===== config.mk =====
export PLATFORM = sky130hd
export DESIGN_NAME = iopm_port_mode
export DESIGN_NICKNAME = d
export VERILOG_FILES = /design/src/rtl/iopm_pkg.sv /design/src/rtl/iopm_port_mode.sv
export VERILOG_INCLUDE_DIRS = /design/src /design/src/rtl
export SDC_FILE = /design/constraint.sdc
export NUM_CORES = 1
export LEC_CHECK = 0
export BUFFER_PORTS_ARGS = -buffer_cell sky130_fd_sc_hd__buf_2
export CAP_MARGIN = 30
export CORE_ASPECT_RATIO = 0.75
export CORE_MARGIN = 1.5
export CORE_UTILIZATION = 53
export CTS_BUF_LIST = sky130_fd_sc_hd__clkbuf_16
export CTS_CLUSTER_SIZE = 16
export DETAILED_ROUTE_END_ITERATION = 10
export PLACE_DENSITY_LB_ADDON = 0.25
export SLEW_MARGIN = 20
export SYNTH_ARGS = -nofsm -noshare
export SYNTH_HDL_FRONTEND = slang
export SYNTH_SLANG_ARGS = --single-unit

===== constraint.sdc =====
create_clock -name clock -period 10.67 [get_ports clock]
set_input_delay 1.067 -clock clock [delete_from_list [all_inputs] [get_ports clock]]
set_output_delay 1.067 -clock clock [all_outputs]
set_load 0.02 [all_outputs]

===== src/rtl/iopm_params.svh =====
/*
 * offsets, field positions and reset values of the port mode select block.
 * assumes inclusion by the top module only.
 */
`ifndef IOPM_PARAMS_SVH
`define IOPM_PARAMS_SVH

// register byte offsets on the apb slave
`define IOPM_OFF_CTRL_A 12'h000
`define IOPM_OFF_CTRL_B 12'h004
`define IOPM_OFF_DIR_A 12'h008
`define IOPM_OFF_DIR_B 12'h00C
`define IOPM_OFF_DIR_C 12'h010
`define IOPM_OFF_DIR_D 12'h014
`define IOPM_OFF_OUT_A 12'h018
`define IOPM_OFF_OUT_B 12'h01C
`define IOPM_OFF_OUT_C 12'h020
`define IOPM_OFF_OUT_D 12'h024
`define IOPM_OFF_MAP 12'h028
`define IOPM_OFF_IN_A 12'h02C
`define IOPM_OFF_IN_B 12'h030
`define IOPM_OFF_IN_C 12'h034
`define IOPM_OFF_IN_D 12'h038
`define IOPM_OFF_EN_A 12'h03C
`define IOPM_OFF_EN_B 12'h040
`define IOPM_OFF_EN_C 12'h044
`define IOPM_OFF_EN_D 12'h048

// field positions and reset values
`define IOPM_PERIPH_BIT 7
`define IOPM_RESET_BYTE 8'h00
`define IOPM_PORT_D_MASK 8'h07

`endif


===== src/rtl/iopm_pkg.sv =====
/*
 * types of the port mode select block.
 * assumes the params header sits beside it.
 */
package iopm_pkg;
    // logic array terms for one 8-bit port
    typedef struct packed {
        logic [7:0] oe_term;
        logic [7:0] cell_out;
        logic [7:0] cell_defined;
    } iopm_array_t;
    // a pin group as two signals
    typedef struct packed {
        logic [7:0] out;
        logic [7:0] oe;
    } iopm_pins_t;
endpackage


===== src/rtl/iopm_port_mode.sv =====
/*
 * port mode select: four configurable ports, registers on apb.
 * assumes a synchronous environment, logic-array terms and configuration
 * straps driven as stable levels by the surrounding chip.
 */
// Behaviour
// - stored-config modes are inputs; others register-driven
// - control bit zero selects mcu io
// - output data drives, input reads pin
// - ports c, d have no control register
// - driver enable is direction or oe term
// - logic output tri-stated when both inactive
// - address out needs oe or dir and ctrl
// - non-multiplexed bus gives a7-a0 on port b; here only ctrl_b selects them on port b, non_mux_bus plays no part
// - high address inputs latched by address strobe
// - data port mode disables port a io
// - map bit 7 enables peripheral buffer
// - peripheral buffer off without select terms
// - scan pins enabled by three means
// - registers read and written over bus
// - bit n controls pin n
// - registers reset to zero
// - direction one output, zero input
// - port d direction holds three bits
`include "iopm_params.svh"
`timescale 1ns/1ps
`default_nettype none

module iopm_port_mode
    import iopm_pkg::*;
(
    input wire logic clock,
    input wire logic rst,
    input wire logic psel,
    input wire logic penable,
    input wire logic pwrite,
    input wire logic [11:0] paddr,
    input wire logic [31:0] pwdata,
    output logic [31:0] prdata,
    output logic pready,
    output logic pslverr,
    input wire iopm_array_t array_a,
    input wire iopm_array_t array_b,
    input wire iopm_array_t array_c,
    input wire iopm_array_t array_d,
    input wire logic data_port_mode,
    input wire logic non_mux_bus,
    input wire logic peripheral_select_0,
    input wire logic peripheral_select_1,
    input wire logic [7:0] host_data_out,
    output logic [7:0] host_data_in,
    input wire logic [15:0] host_address,
    input wire logic address_latch_strobe,
    output logic [7:0] latched_high_address,
    input wire logic scan_select_term,
    input wire logic scan_config,
    input wire logic scan_enable_setting,
    output logic scan_pins_enabled,
    input wire logic [7:0] pin_a_in,
    input wire logic [7:0] pin_b_in,
    input wire logic [7:0] pin_c_in,
    input wire logic [2:0] pin_d_in,
    output iopm_pins_t pin_a,
    output iopm_pins_t pin_b,
    output iopm_pins_t pin_c,
    output iopm_pins_t pin_d
);

    // configuration and data registers, one byte each
    logic [7:0] ctrl_a, ctrl_b, dir_a, dir_b, dir_c, dir_d;
    logic [7:0] out_a, out_b, out_c, out_d, map_ctrl;
    logic [7:0] next_ctrl_a, next_ctrl_b, next_dir_a, next_dir_b, next_dir_c, next_dir_d;
    logic [7:0] next_out_a, next_out_b, next_out_c, next_out_d, next_map_ctrl;
    // next values of the bus answer
    logic [31:0] next_prdata;
    logic next_pslverr;
    logic wr_done, rd_hit;
    // driver enables and the low address byte offered to ports a and b
    logic [7:0] en_a, en_b, en_c, en_d, lat_addr;
    logic [7:0] in_d_word;
    // next values of the registered pin and host-side outputs
    iopm_pins_t next_a, next_b, next_c, next_d;
    logic [7:0] next_host_in, next_high_addr;
    logic next_scan;

    // zero-wait slave: every access completes in its first access cycle
    // write strobe: only the access cycle of a write stores
    assign wr_done = psel & penable & pwrite;
    // port d has three pins, its upper input bits read as zero
    assign in_d_word = {5'b0_0000, pin_d_in};

    // enables count oe term or direction
    // driver enable is direction or oe term
    assign en_a = dir_a | array_a.oe_term;
    assign en_b = dir_b | array_b.oe_term;
    assign en_c = dir_c | array_c.oe_term;
    assign en_d = (dir_d | array_d.oe_term) & `IOPM_PORT_D_MASK;
    // low address byte for non-multiplexed hosts
    // taken live, not latched, so it follows the host bus each cycle
    assign lat_addr = host_address[7:0];

    // register writes
    always_comb begin
        next_ctrl_a = ctrl_a;
        next_ctrl_b = ctrl_b;
        next_dir_a = dir_a;
        next_dir_b = dir_b;
        next_dir_c = dir_c;
        next_dir_d = dir_d;
        next_out_a = out_a;
        next_out_b = out_b;
        next_out_c = out_c;
        next_out_d = out_d;
        next_map_ctrl = map_ctrl;
        // read-only and unmapped offsets hit the default: such writes are dropped
        // host write cycle
        if (wr_done) begin
            case (paddr)
                `IOPM_OFF_CTRL_A: next_ctrl_a = pwdata[7:0];
                `IOPM_OFF_CTRL_B: next_ctrl_b = pwdata[7:0];
                `IOPM_OFF_DIR_A: next_dir_a = pwdata[7:0];
                `IOPM_OFF_DIR_B: next_dir_b = pwdata[7:0];
                `IOPM_OFF_DIR_C: next_dir_c = pwdata[7:0];
                `IOPM_OFF_DIR_D: next_dir_d = pwdata[7:0] & `IOPM_PORT_D_MASK;
                `IOPM_OFF_OUT_A: next_out_a = pwdata[7:0];
                `IOPM_OFF_OUT_B: next_out_b = pwdata[7:0];
                `IOPM_OFF_OUT_C: next_out_c = pwdata[7:0];
                `IOPM_OFF_OUT_D: next_out_d = pwdata[7:0] & `IOPM_PORT_D_MASK;
                `IOPM_OFF_MAP: next_map_ctrl = pwdata[7:0];
                default: next_map_ctrl = map_ctrl;
            endcase
        end
    end

    // all registers clear at reset
    // the reset branch loads constants only, nothing from the bus
    always_ff @(posedge clock or posedge rst) begin
        if (rst) begin
            ctrl_a <= `IOPM_RESET_BYTE;
            ctrl_b <= `IOPM_RESET_BYTE;
            dir_a <= `IOPM_RESET_BYTE;
            dir_b <= `IOPM_RESET_BYTE;
            dir_c <= `IOPM_RESET_BYTE;
            dir_d <= `IOPM_RESET_BYTE;
            out_a <= `IOPM_RESET_BYTE;
            out_b <= `IOPM_RESET_BYTE;
            out_c <= `IOPM_RESET_BYTE;
            out_d <= `IOPM_RESET_BYTE;
            map_ctrl <= `IOPM_RESET_BYTE;
        end else begin
            ctrl_a <= next_ctrl_a;
            ctrl_b <= next_ctrl_b;
            dir_a <= next_dir_a;
            dir_b <= next_dir_b;
            dir_c <= next_dir_c;
            dir_d <= next_dir_d;
            out_a <= next_out_a;
            out_b <= next_out_b;
            out_c <= next_out_c;
            out_d <= next_out_d;
            map_ctrl <= next_map_ctrl;
        end
    end

    // readback, registered in setup so it stands in the access cycle
    always_comb begin
        next_prdata = 32'h0000_0000;
        next_pslverr = 1'b0;
        rd_hit = 1'b1;
        if (psel & ~penable) begin
            case (paddr)
                `IOPM_OFF_CTRL_A: next_prdata[7:0] = ctrl_a;
                `IOPM_OFF_CTRL_B: next_prdata[7:0] = ctrl_b;
                `IOPM_OFF_DIR_A: next_prdata[7:0] = dir_a;
                `IOPM_OFF_DIR_B: next_prdata[7:0] = dir_b;
                `IOPM_OFF_DIR_C: next_prdata[7:0] = dir_c;
                `IOPM_OFF_DIR_D: next_prdata[7:0] = dir_d;
                `IOPM_OFF_OUT_A: next_prdata[7:0] = out_a;
                `IOPM_OFF_OUT_B: next_prdata[7:0] = out_b;
                `IOPM_OFF_OUT_C: next_prdata[7:0] = out_c;
                `IOPM_OFF_OUT_D: next_prdata[7:0] = out_d;
                `IOPM_OFF_MAP: next_prdata[7:0] = map_ctrl;
                `IOPM_OFF_IN_A: next_prdata[7:0] = pin_a_in;
                `IOPM_OFF_IN_B: next_prdata[7:0] = pin_b_in;
                `IOPM_OFF_IN_C: next_prdata[7:0] = pin_c_in;
                `IOPM_OFF_IN_D: next_prdata[7:0] = in_d_word;
                `IOPM_OFF_EN_A: next_prdata[7:0] = en_a;
                `IOPM_OFF_EN_B: next_prdata[7:0] = en_b;
                `IOPM_OFF_EN_C: next_prdata[7:0] = en_c;
                `IOPM_OFF_EN_D: next_prdata[7:0] = en_d;
                default: rd_hit = 1'b0;
            endcase
            next_pslverr = ~rd_hit;
        end else if (psel & penable) begin
            // hold through the access cycle; the master takes data with ready
            next_prdata = prdata;
            next_pslverr = pslverr;
        end
    end

    // pin multiplexers, per-bit so bit n drives pin n
    always_comb begin
        next_a = '0;
        next_b = '0;
        next_c = '0;
        next_d = '0;
        // address out wins over a logic cell, which wins over the data register
        for (int i = 0; i < 8; i++) begin
            // control zero selects mcu data; one selects address
            next_a.out[i] = ctrl_a[i] ? lat_addr[i] : out_a[i];
            next_b.out[i] = ctrl_b[i] ? lat_addr[i] : out_b[i];
            // ports c and d lack control, logic cell when defined
            next_c.out[i] = array_c.cell_defined[i] ? array_c.cell_out[i] : out_c[i];
            if (array_a.cell_defined[i] & ~ctrl_a[i]) begin
                next_a.out[i] = array_a.cell_out[i];
            end
            if (array_b.cell_defined[i] & ~ctrl_b[i]) begin
                next_b.out[i] = array_b.cell_out[i];
            end
            if (i < 3) begin
                next_d.out[i] = array_d.cell_defined[i] ? array_d.cell_out[i] : out_d[i];
            end
        end
        // output pins driven from output data
        // tri-state when oe term and direction both low
        next_a.oe = en_a;
        next_b.oe = en_b;
        next_c.oe = en_c;
        next_d.oe = en_d;
        // peripheral mode turns port a into a data buffer
        if (map_ctrl[`IOPM_PERIPH_BIT]) begin
            // buffer off unless a select term active
            next_a.oe = (peripheral_select_0 | peripheral_select_1) ? 8'hFF : 8'h00;
            next_a.out = host_data_out;
        end
        // data port mode disables general io
        // fixed modes come from configuration inputs
        // the strap outranks peripheral mode: port a then belongs to the host bus
        if (data_port_mode) begin
            next_a.oe = 8'h00;
            next_a.out = 8'h00;
        end
        // non-multiplexed bus: port a output forced low only in data port mode
        if (non_mux_bus) begin
            next_a.out = data_port_mode ? 8'h00 : next_a.out;
        end
    end

    // host-side views: data from port a, high address latch
    always_comb begin
        // both hold their last value unless captured below
        next_host_in = host_data_in;
        next_high_addr = latched_high_address;
        // only read through the buffer while selected
        if (map_ctrl[`IOPM_PERIPH_BIT] & (peripheral_select_0 | peripheral_select_1)) begin
            next_host_in = pin_a_in;
        end
        if (address_latch_strobe) begin
            next_high_addr = host_address[15:8];
        end
        // any of three enables scan pins
        next_scan = scan_select_term | scan_config | scan_enable_setting;
    end

    // output flops
    // pins lag their cause by one cycle, the cost of registered outputs
    always_ff @(posedge clock or posedge rst) begin
        if (rst) begin
            pin_a <= '0;
            pin_b <= '0;
            pin_c <= '0;
            pin_d <= '0;
            prdata <= 32'h0000_0000;
            pslverr <= 1'b0;
            pready <= 1'b0;
            host_data_in <= 8'h00;
            latched_high_address <= 8'h00;
            scan_pins_enabled <= 1'b0;
        end else begin
            pin_a <= next_a;
            pin_b <= next_b;
            pin_c <= next_c;
            pin_d <= next_d;
            prdata <= next_prdata;
            pslverr <= next_pslverr;
            // zero wait states: ready follows the setup cycle
            pready <= psel & ~penable;
            host_data_in <= next_host_in;
            latched_high_address <= next_high_addr;
            scan_pins_enabled <= next_scan;
        end
    end

endmodule // iopm_port_mode

`default_nettype wire


==> impl_metrics.json <==
{
  "worst_pin_slew_ns": 0.993,
  "synthesis.yosys.warnings": 0,
  "cts_buffer_depth": 2,
  "synth_area_leader_cell": "dfrtp_1",
  "ys_ff_latch": 159,
  "ys_seq_area_frac": 0.509,
  "dr_wl_met3_mm": 1.72,
  "pwr-share-seq": 0.453,
  "power_w": 0.00137,
  "hp-class": "register to register",
  "start_util": 0.541,
  "maxCapViolations": 0,
  "top_layer": "met4",
  "first_global_vias": 6447,
  "finClkSkew_ns": 0.0106,
  "grt_usage": 0.324,
  "peakVddDrop_mv": 0.115,
  "fp.dieH_um": 108,
  "synthFlopType": "dfrtp_1",
  "cts_tree": "built",
  "crit_fanout": 34,
  "antennaDiodeCount": 0,
  "viasPerCell": 5.78,
  "cts_resized": 0,
  "clock_latency_ns": 0.44,
  "drive_gt1_frac": 0.486,
  "post_drt_wl_per_cell_um": 22.2,
  "fin_crit_ns": 3.26,
  "setup_tns_ns": 0,
  "status": "completed",
  "power_leakage_nw": 4.83,
  "internal_power_w": 0.00101,
  "avgSynthCellArea_um2": 11.9,
  "rsz0062_at_grt": "false",
  "power_density_nw_per_um2": 142,
  "cts_hold_buf": 0,
  "grt_max_degree": 84,
  "first_pass_iters": 6,
  "critPathKind": "input pin to register",
  "clkPwrFrac": 0.436,
  "drc": 0,
  "die-area_um2": 15500,
  "pin_count": 319,
  "antenna_found_initial": 0,
  "finalSetupViolations": 0,
  "synth_common_cells": "159 x dfrtp_1, 113 x mux2_2, 39 x nand2_1, 37 x buf_4, 34 x mux2i_1",
  "worstSetupEndpointType": "register",
  "yosys.cell_types.count": 72,
  "fmax_mhz": 307,
  "startpoint_type": "input pin",
  "slew_violations": 0,
  "wl_mm": 24.5,
  "wl_met1_mm": 10.9,
  "cts-buffers-inserted": 17,
  "dp_hpwl_mm": 17.8,
  "grt_first_pass_wirelength_mm": 36.7,
  "core_um2": 14500,
  "syn_area_um2": 7820,
  "clk_pin_slew_ns": 0.07,
  "synthCells": 655,
  "area_growth_pct": 23.5,
  "fin_crit_sh": 0.305,
  "combinationalPowerShare": 0.110,
  "post_cts_buffers": 0,
  "synth_edf_count": 0,
  "top_regs": "pin_a: 16 flops, pin_b: 16 flops, pin_c: 16 flops",
  "gp_congestion": 0.899,
  "drtAntennaViolNets": 0,
  "required_ns": 10.99,
  "r2r-start": "map_ctrl[7]$_DFFE_PP0P_",
  "whs_ns": 0.500,
  "relSlewSlack": 0.338,
  "hold_start": "dir_c[1]$_DFFE_PP0P_",
  "switching_power_w": 0.000358,
  "worstPathArrival_ns": 3.58,
  "die_width_um": 143,
  "hold_viol": 0,
  "port_buffers": 244,
  "grt-ovfl-total": 0,
  "htreeDepth": 4,
  "async_flop_share": 1.00,
  "startpoint": "paddr[2]",
  "dr_wl_met2_mm": 11.6,
  "cts-root-buf": "clkbuf_16",
  "drt-initial-drc-count": 510,
  "synth_top_area_frac": 0.509,
  "dr_total_vias": 6383,
  "synth.area.top_cells": "dfrtp_1 51%, mux2_2 16%, mux2i_1 4.4%",
  "yosysMostFrequentCell": "dfrtp_1",
  "rows": 38,
  "switching_share": 0.261,
  "cts.sinks": 159,
  "fin_nets": 1097
}
-- per-layer routing --
metal,vias to the layer above,GRT usage
met5,-,0
met4,0,0.0918
li1,2818,-
met2,310,0.522
met1,3227,0.457
met3,28,0.0523
-- cell usage in the layout, fill, tap and decap left out, types with 5 or more instances in the layout --
master	Yosys	routed
nand2_2	6	6
dfrtp_1	159	159
a21oi_1	15	15
nor2_1	19	19
mux2i_1	34	34
a22oi_1	17	17
buf_2	12	244
a221oi_1	5	5
or2_2	22	22
and2_1	6	6
nand2_1	39	39
o31a_1	7	7
o21ai_0	26	26
nor3_1	6	6
clkbuf_16	0	17
mux2_2	113	113
a31oi_1	11	11
conb_1	1	34
and3_1	5	5
inv_6	0	5
nand3_1	20	20
o22ai_1	5	5
-- kinds of logic (layout without fill, tap and decap cells) --
group | after synthesis | after routing | share of synthesized area
AO/OA/AOI/OAI | 120 | 120 | 0.108
buffers and inverters | 68 | 285 | 0.0546
flip-flops | 159 | 159 | 0.509
multiplexers | 149 | 149 | 0.211
other | 1 | 34 | 0.000480
AND/OR/NAND/NOR | 158 | 158 | 0.117
-- per-stage QoR --
step / utilization / instances / worst slack [ns] / instance area, um^2
after floorplan: - / 688 / 5.31 / 7940
after global placement: 0.626 / 1072 / 7.07 / 9040
after detailed placement: 0.628 / 1073 / 7.03 / 9070
after CTS: 0.667 / 1104 / 7.48 / 9640
after global routing: 0.668 / 1105 / 7.40 / 9660
final: 0.668 / 1105 / 7.41 / 9660
-- power groups by stage --
| stage | Clock, W | Sequential, W | Combinational (W) |
|---|---|---|---|
| 6_report | 0.000598 | 0.000622 | 0.000151 |
| 5_1_grt | 0.000626 | 0.000623 | 0.000163 |
| 4_1_cts | 0.000600 | 0.000622 | 0.000150 |
| 3_5_place_dp | 0 | 0.000633 | 0.000150 |
| 3_3_place_gp | 0 | 0.000632 | 0.000147 |
| 2_1_floorplan | 0 | 0.000651 | 0.0000728 |
-- worst paths after layout --
kind	slack, ns	depth (start not counted)	to
worst max-delay path	7.41	6	out_c[6]$_DFFE_PP0P_
worst min-delay path	0.50	1	pin_c[1]$_DFF_PP0_
worst max register to register	8.73	6	prdata[7]$_DFFE_PP0P_
worst min register to register	0.50	1	pin_c[1]$_DFF_PP0_
max in group asynchronous	8.64	4	dir_b[7]$_DFFE_PP0P_
min in group asynchronous	0.77	2	pin_c[9]$_DFF_PP0_
-- cell type report --
class | instances | area, um^2
Sequential cell | 159 | 3980
Timing Repair Buffer | 250 | 1300
Inverter | 4 | 20.0
Tap cell | 200 | 250
Clock buffer | 17 | 425
Clock inverter | 14 | 139
Fill cell | 1172 | 4800
Multi-Input combinational cell | 461 | 3540
-- critical path, stage by stage --
cell     delay [ns]
buf_2          0.36
nor2_2         0.66
nand3_1        0.26
or2_1          0.38
nor2_4         0.43
mux2_2         0.39
Power figures use the tool's default switching activity.
